==> src/hsra_defines.vh <==
`ifndef HSRA_DEFINES_VH
`define HSRA_DEFINES_VH

// ****************************************
// host interface codes {select hi, select lo}
// ****************************************
`define HSRA_IF_UART     2'h0
`define HSRA_IF_I2C      2'h1
`define HSRA_IF_SPI      2'h2
`define HSRA_IF_NONE     2'h3
`define HSRA_SEL_SETTLE  2'h3

// ****************************************
// uart speed setting
// ****************************************
`define HSRA_BAUD_RST    8'h7a
`define HSRA_EXP_MSB     7
`define HSRA_EXP_LSB     5
`define HSRA_MAN_MSB     4
`define HSRA_MAN_LSB     0
`define HSRA_MAN_OFS0    13'h0001
`define HSRA_MAN_OFS1    13'h0021

// ****************************************
// address byte and i2c address
// ****************************************
`define HSRA_MODE_BIT    0
`define HSRA_I2C_ADR_HI  5'h0a

// ****************************************
// timing
// ****************************************
`define HSRA_CLK_KHZ     17'h0_c350
`define HSRA_REF_KHZ     17'h0_69f0
`define HSRA_CLK_NS      20
`define HSRA_SPIKE_NS    50
`define HSRA_SPIKE_CYC   ((`HSRA_SPIKE_NS + `HSRA_CLK_NS - 1) / `HSRA_CLK_NS)

`endif

==> src/hsra_host_if.v <==
`timescale 1ns/100ps
`default_nettype none
`include "hsra_defines.vh"

module hsra_host_if #(
	parameter [6:0] FIFO_ADDR = 7'h05,
	parameter [6:0] BAUD_ADDR = 7'h3b
) (
	// clock and reset
	input  wire       clock,
	input  wire       rstn,
	// interface select pins
	input  wire       hostIfSelectLo,
	input  wire       hostIfSelectHi,
	// spi pins
	input  wire       spiSck,
	input  wire       spiMosi,
	input  wire       slaveSelectN,
	output reg        spiMiso,
	output reg        spiMisoOe,
	// uart pins
	input  wire       uartRx,
	input  wire       uartReadTrigger,
	output reg        uartTx,
	// i2c pins and address configuration
	input  wire       i2cScl,
	input  wire       i2cSdaIn,
	output reg        i2cSdaOut,
	output reg        i2cSdaOe,
	input  wire       i2cAdr1,
	input  wire       i2cAdr2,
	input  wire       i2cAdrFromCfg,
	input  wire [1:0] i2cCfgAdr,
	// register access port
	output reg        regWrStb,
	output reg  [6:0] regWrAddr,
	output reg  [7:0] regWrData,
	output reg        regRdStb,
	output reg  [6:0] regRdAddr,
	input  wire [7:0] regRdData,
	// status
	output reg  [1:0] activeIf,
	output reg  [7:0] uartBaudSetting
);

	// ****************************************
	// functions
	// ****************************************
	function [12:0] baudDiv;
		input [7:0] s;
		reg   [2:0] e;
		reg  [12:0] m;
		begin
			e = s[`HSRA_EXP_MSB:`HSRA_EXP_LSB];
			m = {8'h00, s[`HSRA_MAN_MSB:`HSRA_MAN_LSB]};
			if (e == 3'h0)
				baudDiv = m + `HSRA_MAN_OFS0;
			else
				baudDiv = (m + `HSRA_MAN_OFS1) << (e - 3'h1);
		end
	endfunction

	function [6:0] nextAddr;
		input [6:0] a;
		begin
			nextAddr = (a == FIFO_ADDR) ? a : a + 7'h01;
		end
	endfunction

	// ****************************************
	// input synchronisers
	// ****************************************
	localparam NSYNC = 11;
	// idle pin levels, sck low so no false edge after reset
	localparam [NSYNC-1:0] SYNC_IDLE = 11'h6ff;
	reg [NSYNC-1:0] syncA_r;
	reg [NSYNC-1:0] syncB_r;
	always @(posedge clock)
	begin
		if (!rstn)
		begin
			syncA_r <= SYNC_IDLE;
			syncB_r <= SYNC_IDLE;
		end
		else
		begin
			syncA_r <= {hostIfSelectHi, hostIfSelectLo, spiSck, spiMosi,
				slaveSelectN, uartRx, uartReadTrigger, i2cScl, i2cSdaIn,
				i2cAdr2, i2cAdr1};
			syncB_r <= syncA_r;
		end
	end
	wire selHiS = syncB_r[10];
	wire selLoS = syncB_r[9];
	wire sckS   = syncB_r[8];
	wire mosiS  = syncB_r[7];
	wire ssnS   = syncB_r[6];
	wire rxS    = syncB_r[5];
	wire trigS  = syncB_r[4];
	wire sclS   = syncB_r[3];
	wire sdaS   = syncB_r[2];
	wire [1:0] adrLo = i2cAdrFromCfg ? i2cCfgAdr : syncB_r[1:0];

	// ****************************************
	// 27.12 MHz reference tick
	// ****************************************
	reg [16:0] refAcc_r;
	reg        refTick_r;
	wire [16:0] refSum = refAcc_r + `HSRA_REF_KHZ;
	always @(posedge clock)
	begin
		if (!rstn)
		begin
			refAcc_r  <= 17'h0_0000;
			refTick_r <= 1'b0;
		end
		else if (refSum >= `HSRA_CLK_KHZ)
		begin
			refAcc_r  <= refSum - `HSRA_CLK_KHZ;
			refTick_r <= 1'b1;
		end
		else
		begin
			refAcc_r  <= refSum;
			refTick_r <= 1'b0;
		end
	end

	// ****************************************
	// main state
	// ****************************************
	localparam I_IDLE = 3'h0;
	localparam I_ADDR = 3'h1;
	localparam I_ACK  = 3'h2;
	localparam I_RX   = 3'h3;
	localparam I_TX   = 3'h4;
	localparam I_TACK = 3'h5;

	reg  [1:0] selCnt_r;
	reg        sckPrev_r;
	reg  [2:0] spiBit_r;
	reg  [7:0] spiShift_r;
	reg  [7:0] spiOut_r;
	reg        spiFirst_r;
	reg        spiRead_r;
	reg  [6:0] spiAddr_r;
	reg        uRxBusy_r;
	reg  [3:0] uRxBit_r;
	reg [12:0] uRxTmr_r;
	reg  [7:0] uRxShift_r;
	reg        uHaveAddr_r;
	reg  [6:0] uAddr_r;
	reg        uTxBusy_r;
	reg  [3:0] uTxBit_r;
	reg [12:0] uTxTmr_r;
	reg  [8:0] uTxShift_r;
	reg        sclF_r;
	reg        sdaF_r;
	reg        sclPrev_r;
	reg        sdaPrev_r;
	reg  [2:0] sclCnt_r;
	reg  [2:0] sdaCnt_r;
	reg  [2:0] iState_r;
	reg  [3:0] iBit_r;
	reg  [7:0] iShift_r;
	reg  [7:0] iTxBuf_r;
	reg        iRw_r;
	reg        iPtrSet_r;
	reg  [6:0] iPtr_r;

	wire [12:0] bitDiv  = baudDiv(uartBaudSetting);
	wire        isSpi   = activeIf == `HSRA_IF_SPI;
	wire        isUart  = activeIf == `HSRA_IF_UART;
	wire        isI2c   = activeIf == `HSRA_IF_I2C;
	wire        sckRise = sckS & ~sckPrev_r;
	wire        sckFall = ~sckS & sckPrev_r;
	wire [7:0]  spiByte = {spiShift_r[6:0], mosiS};
	wire        sclRise = sclF_r & ~sclPrev_r;
	wire        sclFall = ~sclF_r & sclPrev_r;
	wire        iStart  = sclF_r & sclPrev_r & sdaPrev_r & ~sdaF_r;
	wire        iStop   = sclF_r & sclPrev_r & ~sdaPrev_r & sdaF_r;

	task issueWr;
		input [6:0] a;
		input [7:0] d;
		begin
			regWrStb  <= 1'b1;
			regWrAddr <= a;
			regWrData <= d;
			if (a == BAUD_ADDR)
				uartBaudSetting <= d;
		end
	endtask

	task issueRd;
		input [6:0] a;
		begin
			regRdStb  <= 1'b1;
			regRdAddr <= a;
		end
	endtask

	task startTx;
		input [7:0] d;
		begin
			uTxBusy_r  <= 1'b1;
			uTxShift_r <= {1'b1, d};
			uTxBit_r   <= 4'h0;
			uTxTmr_r   <= bitDiv - 13'h0001;
			uartTx     <= 1'b0;
		end
	endtask

	always @(posedge clock)
	begin
		if (!rstn)
		begin
			activeIf <= `HSRA_IF_NONE;
			selCnt_r <= 2'h0;
			uartBaudSetting <= `HSRA_BAUD_RST;
			regWrStb <= 1'b0;
			regWrAddr <= 7'h00;
			regWrData <= 8'h00;
			regRdStb <= 1'b0;
			regRdAddr <= 7'h00;
			spiMiso <= 1'b0;
			spiMisoOe <= 1'b0;
			uartTx <= 1'b1;
			i2cSdaOut <= 1'b0;
			i2cSdaOe <= 1'b0;
			sckPrev_r <= 1'b0;
			spiBit_r <= 3'h0;
			spiShift_r <= 8'h00;
			spiOut_r <= 8'h00;
			spiFirst_r <= 1'b1;
			spiRead_r <= 1'b0;
			spiAddr_r <= 7'h00;
			uRxBusy_r <= 1'b0;
			uRxBit_r <= 4'h0;
			uRxTmr_r <= 13'h0000;
			uRxShift_r <= 8'h00;
			uHaveAddr_r <= 1'b0;
			uAddr_r <= 7'h00;
			uTxBusy_r <= 1'b0;
			uTxBit_r <= 4'h0;
			uTxTmr_r <= 13'h0000;
			uTxShift_r <= 9'h1ff;
			sclF_r <= 1'b1;
			sdaF_r <= 1'b1;
			sclPrev_r <= 1'b1;
			sdaPrev_r <= 1'b1;
			sclCnt_r <= 3'h0;
			sdaCnt_r <= 3'h0;
			iState_r <= I_IDLE;
			iBit_r <= 4'h0;
			iShift_r <= 8'h00;
			iTxBuf_r <= 8'h00;
			iRw_r <= 1'b0;
			iPtrSet_r <= 1'b0;
			iPtr_r <= 7'h00;
		end
		else
		begin
			regWrStb <= 1'b0;
			regRdStb <= 1'b0;
			// interface selection caught once pins have settled
			if (selCnt_r != `HSRA_SEL_SETTLE)
			begin
				selCnt_r <= selCnt_r + 2'h1;
				if (selCnt_r == `HSRA_SEL_SETTLE - 2'h1)
					activeIf <= {selHiS, selLoS};
			end

			// ****************************************
			// spi slave, mode 0
			// ****************************************
			sckPrev_r <= sckS;
			if (!isSpi || ssnS)
			begin
				spiBit_r   <= 3'h0;
				spiFirst_r <= 1'b1;
				spiMisoOe  <= 1'b0;
			end
			else
			begin
				spiMisoOe <= 1'b1;
				if (sckRise)
				begin
					spiShift_r <= spiByte;
					spiBit_r   <= spiBit_r + 3'h1;
					if (spiBit_r == 3'h7)
					begin
						if (spiFirst_r)
						begin
							spiFirst_r <= 1'b0;
							spiRead_r  <= spiByte[`HSRA_MODE_BIT];
							spiAddr_r  <= spiByte[7:1];
							if (spiByte[`HSRA_MODE_BIT])
								issueRd(spiByte[7:1]);
						end
						else if (spiRead_r)
							issueRd(spiByte[7:1]);
						else
						begin
							issueWr(spiAddr_r, spiByte);
							spiAddr_r <= nextAddr(spiAddr_r);
						end
					end
				end
				if (sckFall)
				begin
					spiMiso  <= spiRead_r & spiOut_r[7];
					spiOut_r <= {spiOut_r[6:0], 1'b0};
				end
			end
			if (regRdStb && isSpi)
				spiOut_r <= regRdData;

			// ****************************************
			// uart receiver
			// ****************************************
			if (!isUart)
				uRxBusy_r <= 1'b0;
			else if (!uRxBusy_r)
			begin
				if (!rxS)
				begin
					uRxBusy_r <= 1'b1;
					uRxBit_r  <= 4'h0;
					uRxTmr_r  <= bitDiv >> 1;
				end
			end
			else if (refTick_r)
			begin
				if (uRxTmr_r != 13'h0000)
					uRxTmr_r <= uRxTmr_r - 13'h0001;
				else
				begin
					uRxTmr_r <= bitDiv - 13'h0001;
					uRxBit_r <= uRxBit_r + 4'h1;
					if (uRxBit_r == 4'h0)
					begin
						if (rxS)
							uRxBusy_r <= 1'b0;
					end
					else if (uRxBit_r != 4'h9)
						uRxShift_r <= {rxS, uRxShift_r[7:1]};
					else
					begin
						uRxBusy_r <= 1'b0;
						if (rxS && !uHaveAddr_r)
						begin
							if (uRxShift_r[`HSRA_MODE_BIT])
							begin
								if (trigS)
									issueRd(uRxShift_r[7:1]);
							end
							else
							begin
								uHaveAddr_r <= 1'b1;
								uAddr_r     <= uRxShift_r[7:1];
								startTx(uRxShift_r);
							end
						end
						else if (rxS)
						begin
							uHaveAddr_r <= 1'b0;
							issueWr(uAddr_r, uRxShift_r);
						end
					end
				end
			end

			// ****************************************
			// uart transmitter
			// ****************************************
			if (regRdStb && isUart)
				startTx(regRdData);
			else if (uTxBusy_r && refTick_r)
			begin
				if (uTxTmr_r != 13'h0000)
					uTxTmr_r <= uTxTmr_r - 13'h0001;
				else if (uTxBit_r == 4'h9)
					uTxBusy_r <= 1'b0;
				else
				begin
					uTxTmr_r   <= bitDiv - 13'h0001;
					uTxBit_r   <= uTxBit_r + 4'h1;
					uartTx     <= uTxShift_r[0];
					uTxShift_r <= {1'b1, uTxShift_r[8:1]};
				end
			end

			// ****************************************
			// i2c spike filter
			// ****************************************
			if (!isI2c || sclS == sclF_r)
				sclCnt_r <= 3'h0;
			else if (sclCnt_r == `HSRA_SPIKE_CYC - 1)
			begin
				sclF_r   <= sclS;
				sclCnt_r <= 3'h0;
			end
			else
				sclCnt_r <= sclCnt_r + 3'h1;
			if (!isI2c || sdaS == sdaF_r)
				sdaCnt_r <= 3'h0;
			else if (sdaCnt_r == `HSRA_SPIKE_CYC - 1)
			begin
				sdaF_r   <= sdaS;
				sdaCnt_r <= 3'h0;
			end
			else
				sdaCnt_r <= sdaCnt_r + 3'h1;
			sclPrev_r <= sclF_r;
			sdaPrev_r <= sdaF_r;

			// ****************************************
			// i2c slave, scl is only ever sampled
			// ****************************************
			if (regRdStb && isI2c)
				iTxBuf_r <= regRdData;
			if (!isI2c || iStop)
			begin
				iState_r <= I_IDLE;
				i2cSdaOe <= 1'b0;
			end
			else if (iStart)
			begin
				iState_r  <= I_ADDR;
				iBit_r    <= 4'h0;
				iPtrSet_r <= 1'b0;
				i2cSdaOe  <= 1'b0;
			end
			else
			begin
				case (iState_r)
				I_ADDR, I_RX:
				begin
					if (sclRise)
					begin
						iShift_r <= {iShift_r[6:0], sdaF_r};
						iBit_r   <= iBit_r + 4'h1;
					end
					if (sclFall && iBit_r == 4'h8)
					begin
						if (iState_r == I_RX)
						begin
							i2cSdaOe <= 1'b1;
							iState_r <= I_ACK;
							iRw_r    <= 1'b0;
							iPtrSet_r <= 1'b1;
							if (!iPtrSet_r)
								iPtr_r <= iShift_r[6:0];
							else
							begin
								issueWr(iPtr_r, iShift_r);
								iPtr_r <= nextAddr(iPtr_r);
							end
						end
						else if (iShift_r[7:1] == {`HSRA_I2C_ADR_HI, adrLo})
						begin
							i2cSdaOe <= 1'b1;
							iState_r <= I_ACK;
							iRw_r    <= iShift_r[0];
							if (iShift_r[0])
								issueRd(iPtr_r);
						end
						else
							iState_r <= I_IDLE;
					end
				end
				I_ACK:
				begin
					if (sclFall)
					begin
						if (iRw_r)
						begin
							i2cSdaOe <= ~iTxBuf_r[7];
							iShift_r <= {iTxBuf_r[6:0], 1'b0};
							iBit_r   <= 4'h1;
							iState_r <= I_TX;
						end
						else
						begin
							i2cSdaOe <= 1'b0;
							iBit_r   <= 4'h0;
							iState_r <= I_RX;
						end
					end
				end
				I_TX:
				begin
					if (sclFall)
					begin
						if (iBit_r == 4'h8)
						begin
							i2cSdaOe <= 1'b0;
							iState_r <= I_TACK;
						end
						else
						begin
							i2cSdaOe <= ~iShift_r[7];
							iShift_r <= {iShift_r[6:0], 1'b0};
							iBit_r   <= iBit_r + 4'h1;
						end
					end
				end
				I_TACK:
				begin
					if (sclRise)
					begin
						if (sdaF_r)
							iState_r <= I_IDLE;
						else
						begin
							iPtr_r   <= nextAddr(iPtr_r);
							issueRd(nextAddr(iPtr_r));
							iState_r <= I_ACK;
						end
					end
				end
				default:
					i2cSdaOe <= 1'b0;
				endcase
			end
		end
	end

endmodule // hsra_host_if
`default_nettype wire

==> config.mk <==
export PLATFORM = sky130hd
export DESIGN_NAME = hsra_host_if
export DESIGN_NICKNAME = d
export VERILOG_FILES = /design/src/hsra_host_if.v
export VERILOG_INCLUDE_DIRS = /design/src
export SDC_FILE = /design/constraint.sdc
export NUM_CORES = 1
export LEC_CHECK = 0
export BUFFER_PORTS_ARGS = -buffer_cell sky130_fd_sc_hd__buf_4
export CORE_ASPECT_RATIO = 0.8
export CORE_MARGIN = 3
export CORE_UTILIZATION = 60
export DETAILED_ROUTE_END_ITERATION = 8
export PLACE_DENSITY = 0.86
export SYNTH_ARGS = -nofsm -noshare
export SYNTH_HDL_FRONTEND = slang
export SYNTH_SLANG_ARGS = --single-unit
==> constraint.sdc <==
create_clock -name clock -period 6.3 [get_ports clock]
set_input_delay 0.315 -clock clock [delete_from_list [all_inputs] [get_ports clock]]
set_output_delay 0.315 -clock clock [all_outputs]
set_load 0.1 [all_outputs]
==> results.json, run 1 <==
{
  "outcome": "finished clean",
  "start_util_pct": 62.3,
  "pwr-share-seq_pct": 43.5,
  "slowest_delay_ns": 0.65,
  "hold_buffers": 8,
  "die_y_um": 130,
  "path_cells": "inv_1 -> ha_1 -> a31oi_1 -> inv_1 -> a32oi_1 -> ha_1 -> inv_1 -> a221oi_1 -> o2111ai_1 -> or4_4 -> nor3_4 -> mux2_2 -> a21oi_1",
  "synth_top_area_share_pct": 36.1,
  "synth_top_cells_by_area": "dfxtp_1 36%, nor2_1 6.0%, a21oi_1 5.9%",
  "dpl.hpwl_um": 21600,
  "ant_nets": 0,
  "critPathKind": "flop to flop",
  "slew_viol_final": 0,
  "ys_seq_area_share_pct": 36.1,
  "worst_setup_path_start_kind": "flop",
  "path_clk_slew_ns": 0.06,
  "post-route-drc-count": 0,
  "core_region_area_sq_um": 18400,
  "vias": 11267,
  "yosys.cell_types.count": 80,
  "tightest_slew_ns": 1.18,
  "leakagePower_uw": 0.00487,
  "worst_r2r_path_depth": 13,
  "initialDrtViolationCount": 1316,
  "cell_internal_pwr_uw": 2340,
  "clock_latency_ns": 0.51,
  "peakVddDrop_mv": 0.223,
  "grt_max_degree": 55,
  "cts_tree": "done",
  "cts_setup_buffers": 0,
  "nFillCells": 1474,
  "cp.depth": 13,
  "grt.total_usage_pct": 29.9,
  "slowest_stage": "dfxtp_1",
  "grt_pass1_vias": 10309,
  "finClkSkew_ns": 0.0214,
  "final_hold_viol_count": 0,
  "row_count": 44,
  "wl_per_cell_um": 18.2,
  "min_path_type": "input pin to flop",
  "p_per_area_nw_per_um2": 254,
  "grt-ovfl-total": 0,
  "gp_congestion": 0.949,
  "setup_viol": 0,
  "wl_um": 32000,
  "fin_area_sq_um": 12800,
  "yosys_warnings": 0,
  "rsz0062_at_grt": "false",
  "ff2ff_setup_slack_ns": 1.91,
  "post-place-ws_ns": 2.02,
  "syn_to_final_growth_pct": 11.3,
  "swShare_pct": 28.0,
  "grt_pass1_wl_um": 52400,
  "syn-num-nets": 1532,
  "cts_max_level": 1,
  "vias_per_cell": 6.41,
  "finalNetCount": 1543,
  "async_flop_share_pct": 0,
  "cts.sinks": 207,
  "post_cts_resized": 0,
  "maxCapViolCount": 0,
  "crit_top_cell": "inv_1",
  "power.switching_uw": 911,
  "io-pin-count": 63,
  "worst_slack_ns": 1.91,
  "synth-edff-count": 0,
  "dieArea_sq_um": 20900,
  "cts_made_buffers": 21,
  "placed_area_sq_um": 12000,
  "clockRootBuffer": "clkbuf_16",
  "crit_family": "compound AO/OA/AOI/OAI gates",
  "power_frac_clock_pct": 40.7,
  "dr.pass1.iters": 6,
  "syn_inst": 1480,
  "cp_max_fo": 21,
  "relSlewSlack_pct": 20.9,
  "diodes": 0,
  "period_share_pct": 69.6,
  "tns_ns": 0,
  "cp.required_ns": 6.71,
  "die_x_um": 161,
  "p_comb_share_pct": 15.8,
  "buffer_ports.inserted": 61,
  "synth_top_cell_by_area": "dfxtp_1",
  "max_freq_ghz": 0.228,
  "cts.path.max_buffers": 3,
  "cp.arrival_ns": 4.80,
  "avgSynthCellArea_sq_um": 7.77,
  "min_period_ns": 4.39,
  "ys.flop_type": "dfxtp_1",
  "drive_gt1_share_pct": 8.90,
  "critPathBufInv": 3,
  "antenna_found_initial": 0,
  "ys_seq_elements": 207,
  "hold_depth": 2,
  "synth_area_sq_um": 11500,
  "crit_path_end_kind": "flop"
}
==> placed cells by master, fill, tap and decap left out, types with 36 or more instances in the layout <==
master	n
dfxtp_1	207
nor2_1	185
nand2_1	150
a21oi_1	135
buf_4	76
o21ai_0	69
nand3_1	60
mux2i_1	56
inv_1	44
nand2b_1	44
nor3_1	38
a211oi_1	36
==> logic make-up (layout without fill, tap and decap cells) <==
kind of cell,Yosys count,in the layout,share of synthesized area [%]
AND/OR/NAND/NOR,605,605,25.6
AO/OA/AOI/OAI,391,391,21.5
flip-flops,207,207,36.1
buffers and inverters,141,166,4.95
multiplexers,59,59,5.17
XOR/XNOR,48,48,3.66
adder cells (fa/ha/maj),28,28,3.05
other,1,1,0.0326
==> routing by layer <==
layer  wire [um]  global-route usage [%]  vias up
met5           0                       0        -
met3        3020                    4.44       86
li1            -                       -     5329
met2       14100                    47.3      574
met1       14000                    42.8     5278
met4         955                    8.60        0
==> registers in the layout, summed over array words and instances, names as in the netlist, 7 cells and up <==
name and count:
uRxTmr_r 13, uRxShift_r 8, uAddr_r 7, spiOut_r 8, spiAddr_r 7, regWrAddr 7
regRdAddr 7, spiShift_r 7, refAcc_r 13, iShift_r 8, uTxTmr_r 13, syncA_r 11
iTxBuf_r 8, regWrData 8, uartBaudSetting 8, uTxShift_r 9, iPtr_r 7, syncB_r 11
==> path summary, 6_finish.rpt <==
check | startpoint | to
max | uartBaudSetting[5] | uRxTmr_r[12]
min | spiSck | syncA_r[8]
max reg2reg | uartBaudSetting[5] | uRxTmr_r[12]
min reg2reg | syncA_r[2] | syncB_r[2]
==> cells in the mapped netlist, types with 4 or more instances <==
| cell | count |
|---|---|
| a211o_1 | 6 |
| a211oi_1 | 36 |
| a21boi_0 | 4 |
| a21o_1 | 8 |
| a21oi_1 | 135 |
| a22oi_1 | 6 |
| a311oi_1 | 12 |
| a31oi_1 | 15 |
| and2_1 | 12 |
| and3_1 | 12 |
| buf_2 | 4 |
| clkbuf_1 | 86 |
| dfxtp_1 | 207 |
| ha_1 | 28 |
| inv_1 | 44 |
| mux2i_1 | 56 |
| nand2_1 | 150 |
| nand2b_1 | 44 |
| nand3_1 | 60 |
| nand3b_1 | 9 |
| nand4_1 | 11 |
| nand4b_1 | 6 |
| nor2_1 | 185 |
| nor2b_1 | 9 |
| nor3_1 | 38 |
| nor3b_1 | 13 |
| nor4_1 | 13 |
| nor4b_1 | 7 |
| o211ai_1 | 19 |
| o21a_1 | 7 |
| o21ai_0 | 70 |
| o221ai_1 | 6 |
| o22ai_1 | 19 |
| o31ai_1 | 7 |
| or2_2 | 4 |
| or3_1 | 15 |
| or4_1 | 6 |
| xnor2_1 | 29 |
| xor2_1 | 19 |
==> power groups by stage <==
stage          registers [uW]  clock network, uW  logic, uW
2_1_floorplan            1420                  0        413
3_3_place_gp             1440                  0        478
3_5_place_dp             1440                  0        502
4_1_cts                  1410               1320        508
5_1_grt                  1420               1380        580
6_report                 1420               1320        514
==> area by class of cell <==
| class | instances | area, sq um | share of cell area, % |
|---|---|---|---|
| clock inverters | 9 | 125 | 0.978 |
| multi-input cells | 1132 | 6800 | 53.1 |
| flip-flops and latches | 207 | 4140 | 32.4 |
| inverters | 45 | 170 | 1.33 |
| well taps | 253 | 317 | 2.47 |
| repair buffers | 84 | 651 | 5.08 |
| clock buffers | 28 | 592 | 4.63 |
==> through the flow <==
stage	total power, uW	util (%)	instances	hold slack [ns]
floorplan	1830	-	1480	0.386
global placement	1920	65.1	1713	0.388
detailed placement	1940	65.1	1713	0.395
CTS	3240	69.4	1758	0.00773
global route	3380	69.4	1758	0.0131
finish	3250	69.4	1758	0.00656
Note: power is estimated with default switching activity, not from simulation.
==> run 2, diff against run 1 <==
--- a/config.mk
+++ b/config.mk
@@ -6,6 +6,7 @@
 export SDC_FILE = /design/constraint.sdc
 export NUM_CORES = 1
 export LEC_CHECK = 0
+export ABC_AREA = 1
 export BUFFER_PORTS_ARGS = -buffer_cell sky130_fd_sc_hd__buf_4
 export CORE_ASPECT_RATIO = 0.8
 export CORE_MARGIN = 3
==> constraint.sdc (replaced) <==
create_clock -name clock -period 4.2 [get_ports clock]
set_input_delay 0.21 -clock clock [delete_from_list [all_inputs] [get_ports clock]]
set_output_delay 0.21 -clock clock [all_outputs]
set_load 0.1 [all_outputs]
==> run 2 against run 1 <==
The run now ends with hold timing left. Via count rose by 2.7%. Power rose by 61%. Count of clock-buffer cells in the layout fell by 2. Flip-flop and latch count did not move. Clock power rose by 55%. Maximum frequency rose by 31%. Clock skew rose by 0.0066 ns. Utilization rose by 1.0 points. Design area rose by 1.2%. Setup slack got worse by 1.1 ns. Sequential share of layout area fell by 0.38 points. Largest cell class unchanged. Highest routed layer unchanged.
==> results.json, run 2 <==
{
  "finalPower_uw": 5230,
  "synth-compound-area-share_pct": 21.2,
  "syn_inst": 1644,
  "cp_max_fo": 29,
  "vias_per_cell": 5.88,
  "die_x_um": 160,
  "async_flop_share_pct": 0,
  "rr_startpoint": "activeIf[1]",
  "ys_seq_elements": 207,
  "final_hold_viol_count": 1,
  "ant_nets": 0,
  "wl_per_cell_um": 16.4,
  "power_frac_clock_pct": 39.3,
  "post-place-ws_ns": 1.07,
  "synth_top_cell_by_area": "dfxtp_1",
  "dr.pass1.iters": 5,
  "post_cts_resized": 0,
  "cell_internal_pwr_uw": 3580,
  "period_share_pct": 79.8,
  "clockRootBuffer": "clkbuf_16",
  "buffer_ports.inserted": 61,
  "ff2ff_setup_slack_ns": 0.85,
  "synth.most_common_cell": "nand2_1",
  "hold_buffers": 18,
  "cts_made_buffers": 22,
  "synth_top_area_share_pct": 36.4,
  "synth_adder_area_share_pct": 3.07,
  "diodes": 0,
  "synthMuxAreaShare_pct": 0,
  "synth_commonest_cells": "291 x nand2_1, 207 x dfxtp_1, 202 x inv_1, 164 x o21ai_0, 142 x a21oi_1",
  "slew_viol_final": 0,
  "largest_registers": "refAcc_r x13, uRxTmr_r x13, uTxTmr_r x13",
  "dpl.hpwl_um": 22600,
  "cp.required_ns": 4.66,
  "final_cell_mix": "291 x nand2_1, 207 x dfxtp_1, 201 x inv_1, 164 x o21ai_0, 142 x a21oi_1",
  "row_count": 44,
  "worst_setup_path_start_kind": "flop",
  "initialDrtViolationCount": 1415,
  "avgSynthCellArea_sq_um": 6.93,
  "violations": "hold timing",
  "worst_r2r_path_depth": 8,
  "worst_slack_ns": 0.849,
  "synth-edff-count": 0,
  "swShare_pct": 31.4,
  "peakVddDrop_mv": 0.292,
  "grt_pass1_vias": 10788,
  "outcome": "finished, violations left",
  "fin_cells": 1967,
  "relSlewSlack_pct": 27.9,
  "power.switching_uw": 1640,
  "cts.path.max_buffers": 3,
  "synth_top_family_by_area": "simple AND/OR/NAND/NOR gates",
  "crit_path_end_kind": "flop",
  "maxCapViolCount": 0,
  "synth_area_sq_um": 11400,
  "tns_ns": 0,
  "p_per_area_nw_per_um2": 404,
  "ys.flop_type": "dfxtp_1",
  "cts_tree": "done",
  "syn_to_final_growth_pct": 13.6,
  "io-pin-count": 63,
  "final_common_cell": "nand2_1",
  "cts.sinks": 207,
  "cts_setup_buffers": 0,
  "min_period_ns": 3.35,
  "yosys_warnings": 0,
  "vias": 11569,
  "critPathKind": "flop to flop",
  "antenna_found_initial": 0,
  "synth_top_cells_by_area": "dfxtp_1 36%, nand2_1 9.6%, o21ai_0 7.2%",
  "core_region_area_sq_um": 18400,
  "die_y_um": 129,
  "fin_area_sq_um": 12900,
  "ys_seq_area_share_pct": 36.4,
  "leakagePower_uw": 0.00546,
  "finalNetCount": 1750,
  "grt-ovfl-total": 0,
  "start_util_pct": 62.0,
  "p_comb_share_pct": 20.4,
  "finClkSkew_ns": 0.0280,
  "hp-start": "regRdData[3]",
  "syn-num-nets": 1696,
  "hold_path_end": "iTxBuf_r[3]",
  "clock_latency_ns": 0.54,
  "setup_viol": 0,
  "post-route-drc-count": 0,
  "timing.rr.end": "regWrAddr[1]",
  "yosys.cell_types.count": 57,
  "cts_max_level": 1,
  "pwr-share-seq_pct": 40.3,
  "dp.cells": 1909,
  "yosys.area_share.simple_pct": 26.4,
  "min_path_type": "input pin to flop",
  "max_freq_ghz": 0.298,
  "dieArea_sq_um": 20700,
  "drive_gt1_share_pct": 11.0,
  "grt_max_degree": 61,
  "cp.arrival_ns": 3.81,
  "hold_ws_ns": -0.00184,
  "grt.total_usage_pct": 30.4,
  "nFillCells": 1515,
  "path_clk_slew_ns": 0.07,
  "hold_depth": 3,
  "grt_pass1_wl_um": 52700,
  "placed_area_sq_um": 12000,
  "rsz0062_at_grt": "false",
  "wl_um": 32300,
  "synth_xor_area_share_pct": 3.65,
  "tightest_slew_ns": 1.08,
  "gp_congestion": 0.920
}
run 2: cell types whose count changed after synthesis, sizes merged, moves of 28 or more:
cell and change:
clkbuf -39, inv +165, mux2i -56, nand2 +149, nand2b -44, nand3 +71, nor2 -57, o211ai +28
o21ai +116
run 2: stage by stage:
stage,utilization [%],hold slack [ns]
CTS,70.4,0.000795
global route,70.4,0.00397
detailed placement,65.2,0.400
finish,70.4,-0.00184
global placement,65.2,0.398
floorplan,-,0.308
run 2: worst max path at each step:
stage                       startpoint           end  slack (ns)  depth (start not counted)
global route               activeIf[1]  regWrAddr[1]        0.49                          8
CTS                        activeIf[1]  regWrAddr[1]        0.98                          8
global placement           activeIf[1]  regWrData[1]        1.21                          8
finish                     activeIf[1]  regWrAddr[1]        0.85                          8
floorplan           uartBaudSetting[5]  uRxTmr_r[12]        0.97                         20
detailed placement         activeIf[1]  regWrAddr[0]        1.07                          8
run 2: logic make-up (layout without fill, tap and decap cells):
logic type                 after synthesis  after routing
and+or+nand+nor                        662            662
AOI/OAI and AO/OA                      429            429
buffers and inverters                  273            343
DFF                                    207            207
xor gates and xnor gates                44             44
adders and majority gates               28             28
other                                    1              1
run 2: critical path, cell delays in order (launching register included):
cell and delay [ns]:
dfxtp_1 0.39, inv_1 0.09, nor3_1 0.42, nand2_1 0.46
nor2_4 0.31, nand3_1 0.75, o211ai_1 0.48, o21ai_0 0.16
a21oi_1 0.20
run 2: final cells by class:
cell class	count	area (sq um)	area share (%)
Clock buffer	26	576	4.44
Clock inverter	14	198	1.53
Sequential cell	207	4140	32.0
Multi-Input combinational cell	1164	6200	47.9
Timing Repair Buffer	89	713	5.51
Tap cell	253	317	2.44
Inverter	214	805	6.21
run 2: layer usage:
layer | vias up | share of wire (%) | GRT usage (%)
met5 | - | 0 | 0
met4 | 0 | 3.8 | 11.6
met3 | 111 | 9.3 | 4.95
met2 | 580 | 46 | 50.3
met1 | 5277 | 41 | 40.5
li1 | 5601 | - | -
run 2: power by group through the flow:
stage	combinational, uW	sequential [uW]	clock, uW
final	1070	2110	2050
after detailed placement	1020	2150	0
after floorplan	830	2160	0
after CTS	1060	2110	2060
after global routing	1200	2120	2150
after global placement	995	2150	0
==> run 3, diff against run 2 <==
--- a/config.mk
+++ b/config.mk
@@ -6,13 +6,13 @@
 export SDC_FILE = /design/constraint.sdc
 export NUM_CORES = 1
 export LEC_CHECK = 0
-export ABC_AREA = 1
+export ABC_AREA = 0
 export BUFFER_PORTS_ARGS = -buffer_cell sky130_fd_sc_hd__buf_4
 export CORE_ASPECT_RATIO = 0.8
 export CORE_MARGIN = 3
-export CORE_UTILIZATION = 60
+export CORE_UTILIZATION = 56
 export DETAILED_ROUTE_END_ITERATION = 8
-export PLACE_DENSITY = 0.86
+export PLACE_DENSITY = 0.84
 export SYNTH_ARGS = -nofsm -noshare
 export SYNTH_HDL_FRONTEND = slang
 export SYNTH_SLANG_ARGS = --single-unit
==> constraint.sdc (replaced) <==
create_clock -name clock -period 3 [get_ports clock]
set_input_delay 0.15 -clock clock [delete_from_list [all_inputs] [get_ports clock]]
set_output_delay 0.15 -clock clock [all_outputs]
set_load 0.1 [all_outputs]
==> run 3 against run 2 <==
The run ends with setup timing left. Flip-flop and latch count unchanged. Worst hold slack better by 0.040 ns. Via count is 0.50% higher. Cell count is 5.9% lower. Wire length increased by 4.4%. Setup slack got worse by 0.94 ns. Combinational power increased by 15%. Register-to-register slack got worse by 0.94 ns. Design area grew 6.6%. Maximum frequency up 8.5%. Largest cell class unchanged. Largest power group unchanged.
==> results.json, run 3 (synthesis gave the netlist of run 1 again) <==
{
  "min_period_ns": 3.09,
  "worst_setup_path_start_kind": "flop",
  "start_util_pct": 57.5,
  "cts_max_level": 1,
  "buffer_ports.inserted": 61,
  "gp_congestion": 0.944,
  "dieArea_sq_um": 22300,
  "grt_pass1_wl_um": 55000,
  "wl_um": 33700,
  "final_common_cell": "dfxtp_1",
  "cp.arrival_ns": 3.54,
  "cts.sinks": 207,
  "final_hold_viol_count": 0,
  "finClkSkew_ns": 0.0136,
  "dp.cells": 1782,
  "maxCapViolCount": 0,
  "vias": 11627,
  "rsz0062_at_grt": "true",
  "critPathKind": "flop to flop",
  "worst_slack_ns": -0.0872,
  "post-route-drc-count": 0,
  "crit_path_end_kind": "flop",
  "clock_latency_ns": 0.52,
  "cp_max_fo": 3,
  "path_clk_slew_ns": 0.06,
  "final_cell_mix": "196 x dfxtp_1, 184 x nor2_1, 149 x nand2_1, 139 x buf_4, 133 x a21oi_1",
  "period_share_pct": 103,
  "multi_input_comb_area_sq_um": 7110,
  "ff2ff_setup_slack_ns": -0.09,
  "rr_startpoint": "uartBaudSetting[5]",
  "cts_tree": "done",
  "setup_viol": 4,
  "finalNetCount": 1624,
  "die_x_um": 166,
  "syn_to_final_growth_pct": 20.1,
  "vias_per_cell": 6.28,
  "p_per_area_nw_per_um2": 500,
  "ff_latch_area_sq_um": 4170,
  "grt-ovfl-total": 0,
  "hold_ws_ns": 0.0382,
  "relSlewSlack_pct": 37.0,
  "max_freq_ghz": 0.324,
  "antenna_found_initial": 0,
  "grt.total_usage_pct": 29.1,
  "hp-start": "rstn",
  "grt_max_degree": 68,
  "placed_area_sq_um": 12500,
  "fin_cells": 1851,
  "cts_made_buffers": 22,
  "min_path_type": "input pin to flop",
  "cp.required_ns": 3.46,
  "slew_viol_final": 0,
  "leakagePower_uw": 0.00529,
  "clockRootBuffer": "clkbuf_16",
  "io-pin-count": 63,
  "ant_nets": 0,
  "peakVddDrop_mv": 0.416,
  "diodes": 0,
  "initialDrtViolationCount": 1348,
  "outcome": "finished, violations left",
  "core_region_area_sq_um": 20000,
  "die_y_um": 134,
  "post-place-ws_ns": -0.187,
  "grt_pass1_vias": 10682,
  "drive_gt1_share_pct": 15.9,
  "fin_area_sq_um": 13800,
  "cts.path.max_buffers": 3,
  "dr.pass1.iters": 5,
  "largest_registers": "refAcc_r x13, uRxTmr_r x13, uTxTmr_r x13",
  "dpl.hpwl_um": 22700,
  "finalPower_uw": 6890,
  "row_count": 46,
  "startpoint": "uartBaudSetting[5]",
  "violations": "setup timing",
  "wl_per_cell_um": 18.2,
  "tightest_slew_ns": 0.945,
  "nFillCells": 1492
}
-- run 3: area by class of cell --
class / instances / share of cell area [%]
clock buffer: 33 / 4.58
clock inverter: 6 / 0.499
inverter: 45 / 1.29
multi-input combinational: 1132 / 51.5
sequential: 207 / 30.2
tap: 264 / 2.39
timing repair buffer: 164 / 9.48
-- run 3: where the power goes --
| group | internal, uW | total (uW) | switching, uW |
|---|---|---|---|
| clock network | 1540 | 2680 | 1140 |
| logic | 519 | 1230 | 715 |
| registers | 2850 | 2980 | 130 |
-- run 3: path summary, 6_finish.rpt --
check | depth (start not counted) | end
max reg2reg | 14 | uRxTmr_r[12]
min | 2 | uartBaudSetting[5]
max | 14 | uRxTmr_r[12]
min reg2reg | 1 | syncB_r[5]
-- run 3: timing repair --
item,CTS,global route
hold buffers,20,0
endpoints found under the hold margin,33,0
pin swaps,10,14
buffers inserted,6,4
resized for setup,15,42
endpoints found under the setup margin,10,27
-- run 3: per-layer routing --
metal	wire length, um	track usage, %	vias to the layer above
li1	-	-	5480
met1	14400	41.7	5433
met2	14900	45.2	606
met3	3320	5.19	108
met4	1020	8.64	0
met5	0	0	-
-- run 3: metrics by stage --
stage          setup TNS [ns]  utilization (%)
4_1_cts                -0.468             68.0
3_5_place_dp           -0.573             62.8
5_1_grt                -0.781             69.1
6_report               -0.253             69.1
2_1_floorplan           -1.85                -
3_3_place_gp           -0.150             62.8
-- run 3: critical path: stages (launching register included) --
cell and delay, ns:
dfxtp_4 0.36, inv_6 0.04, ha_4 0.17, xnor2_4 0.13, a31oi_4 0.18, inv_1 0.07, a32oi_2 0.18, ha_2 0.22
inv_2 0.04, a221oi_4 0.22, o2111ai_2 0.18, or4_4 0.48, nor3_4 0.27, mux2_4 0.34, a21oi_2 0.12
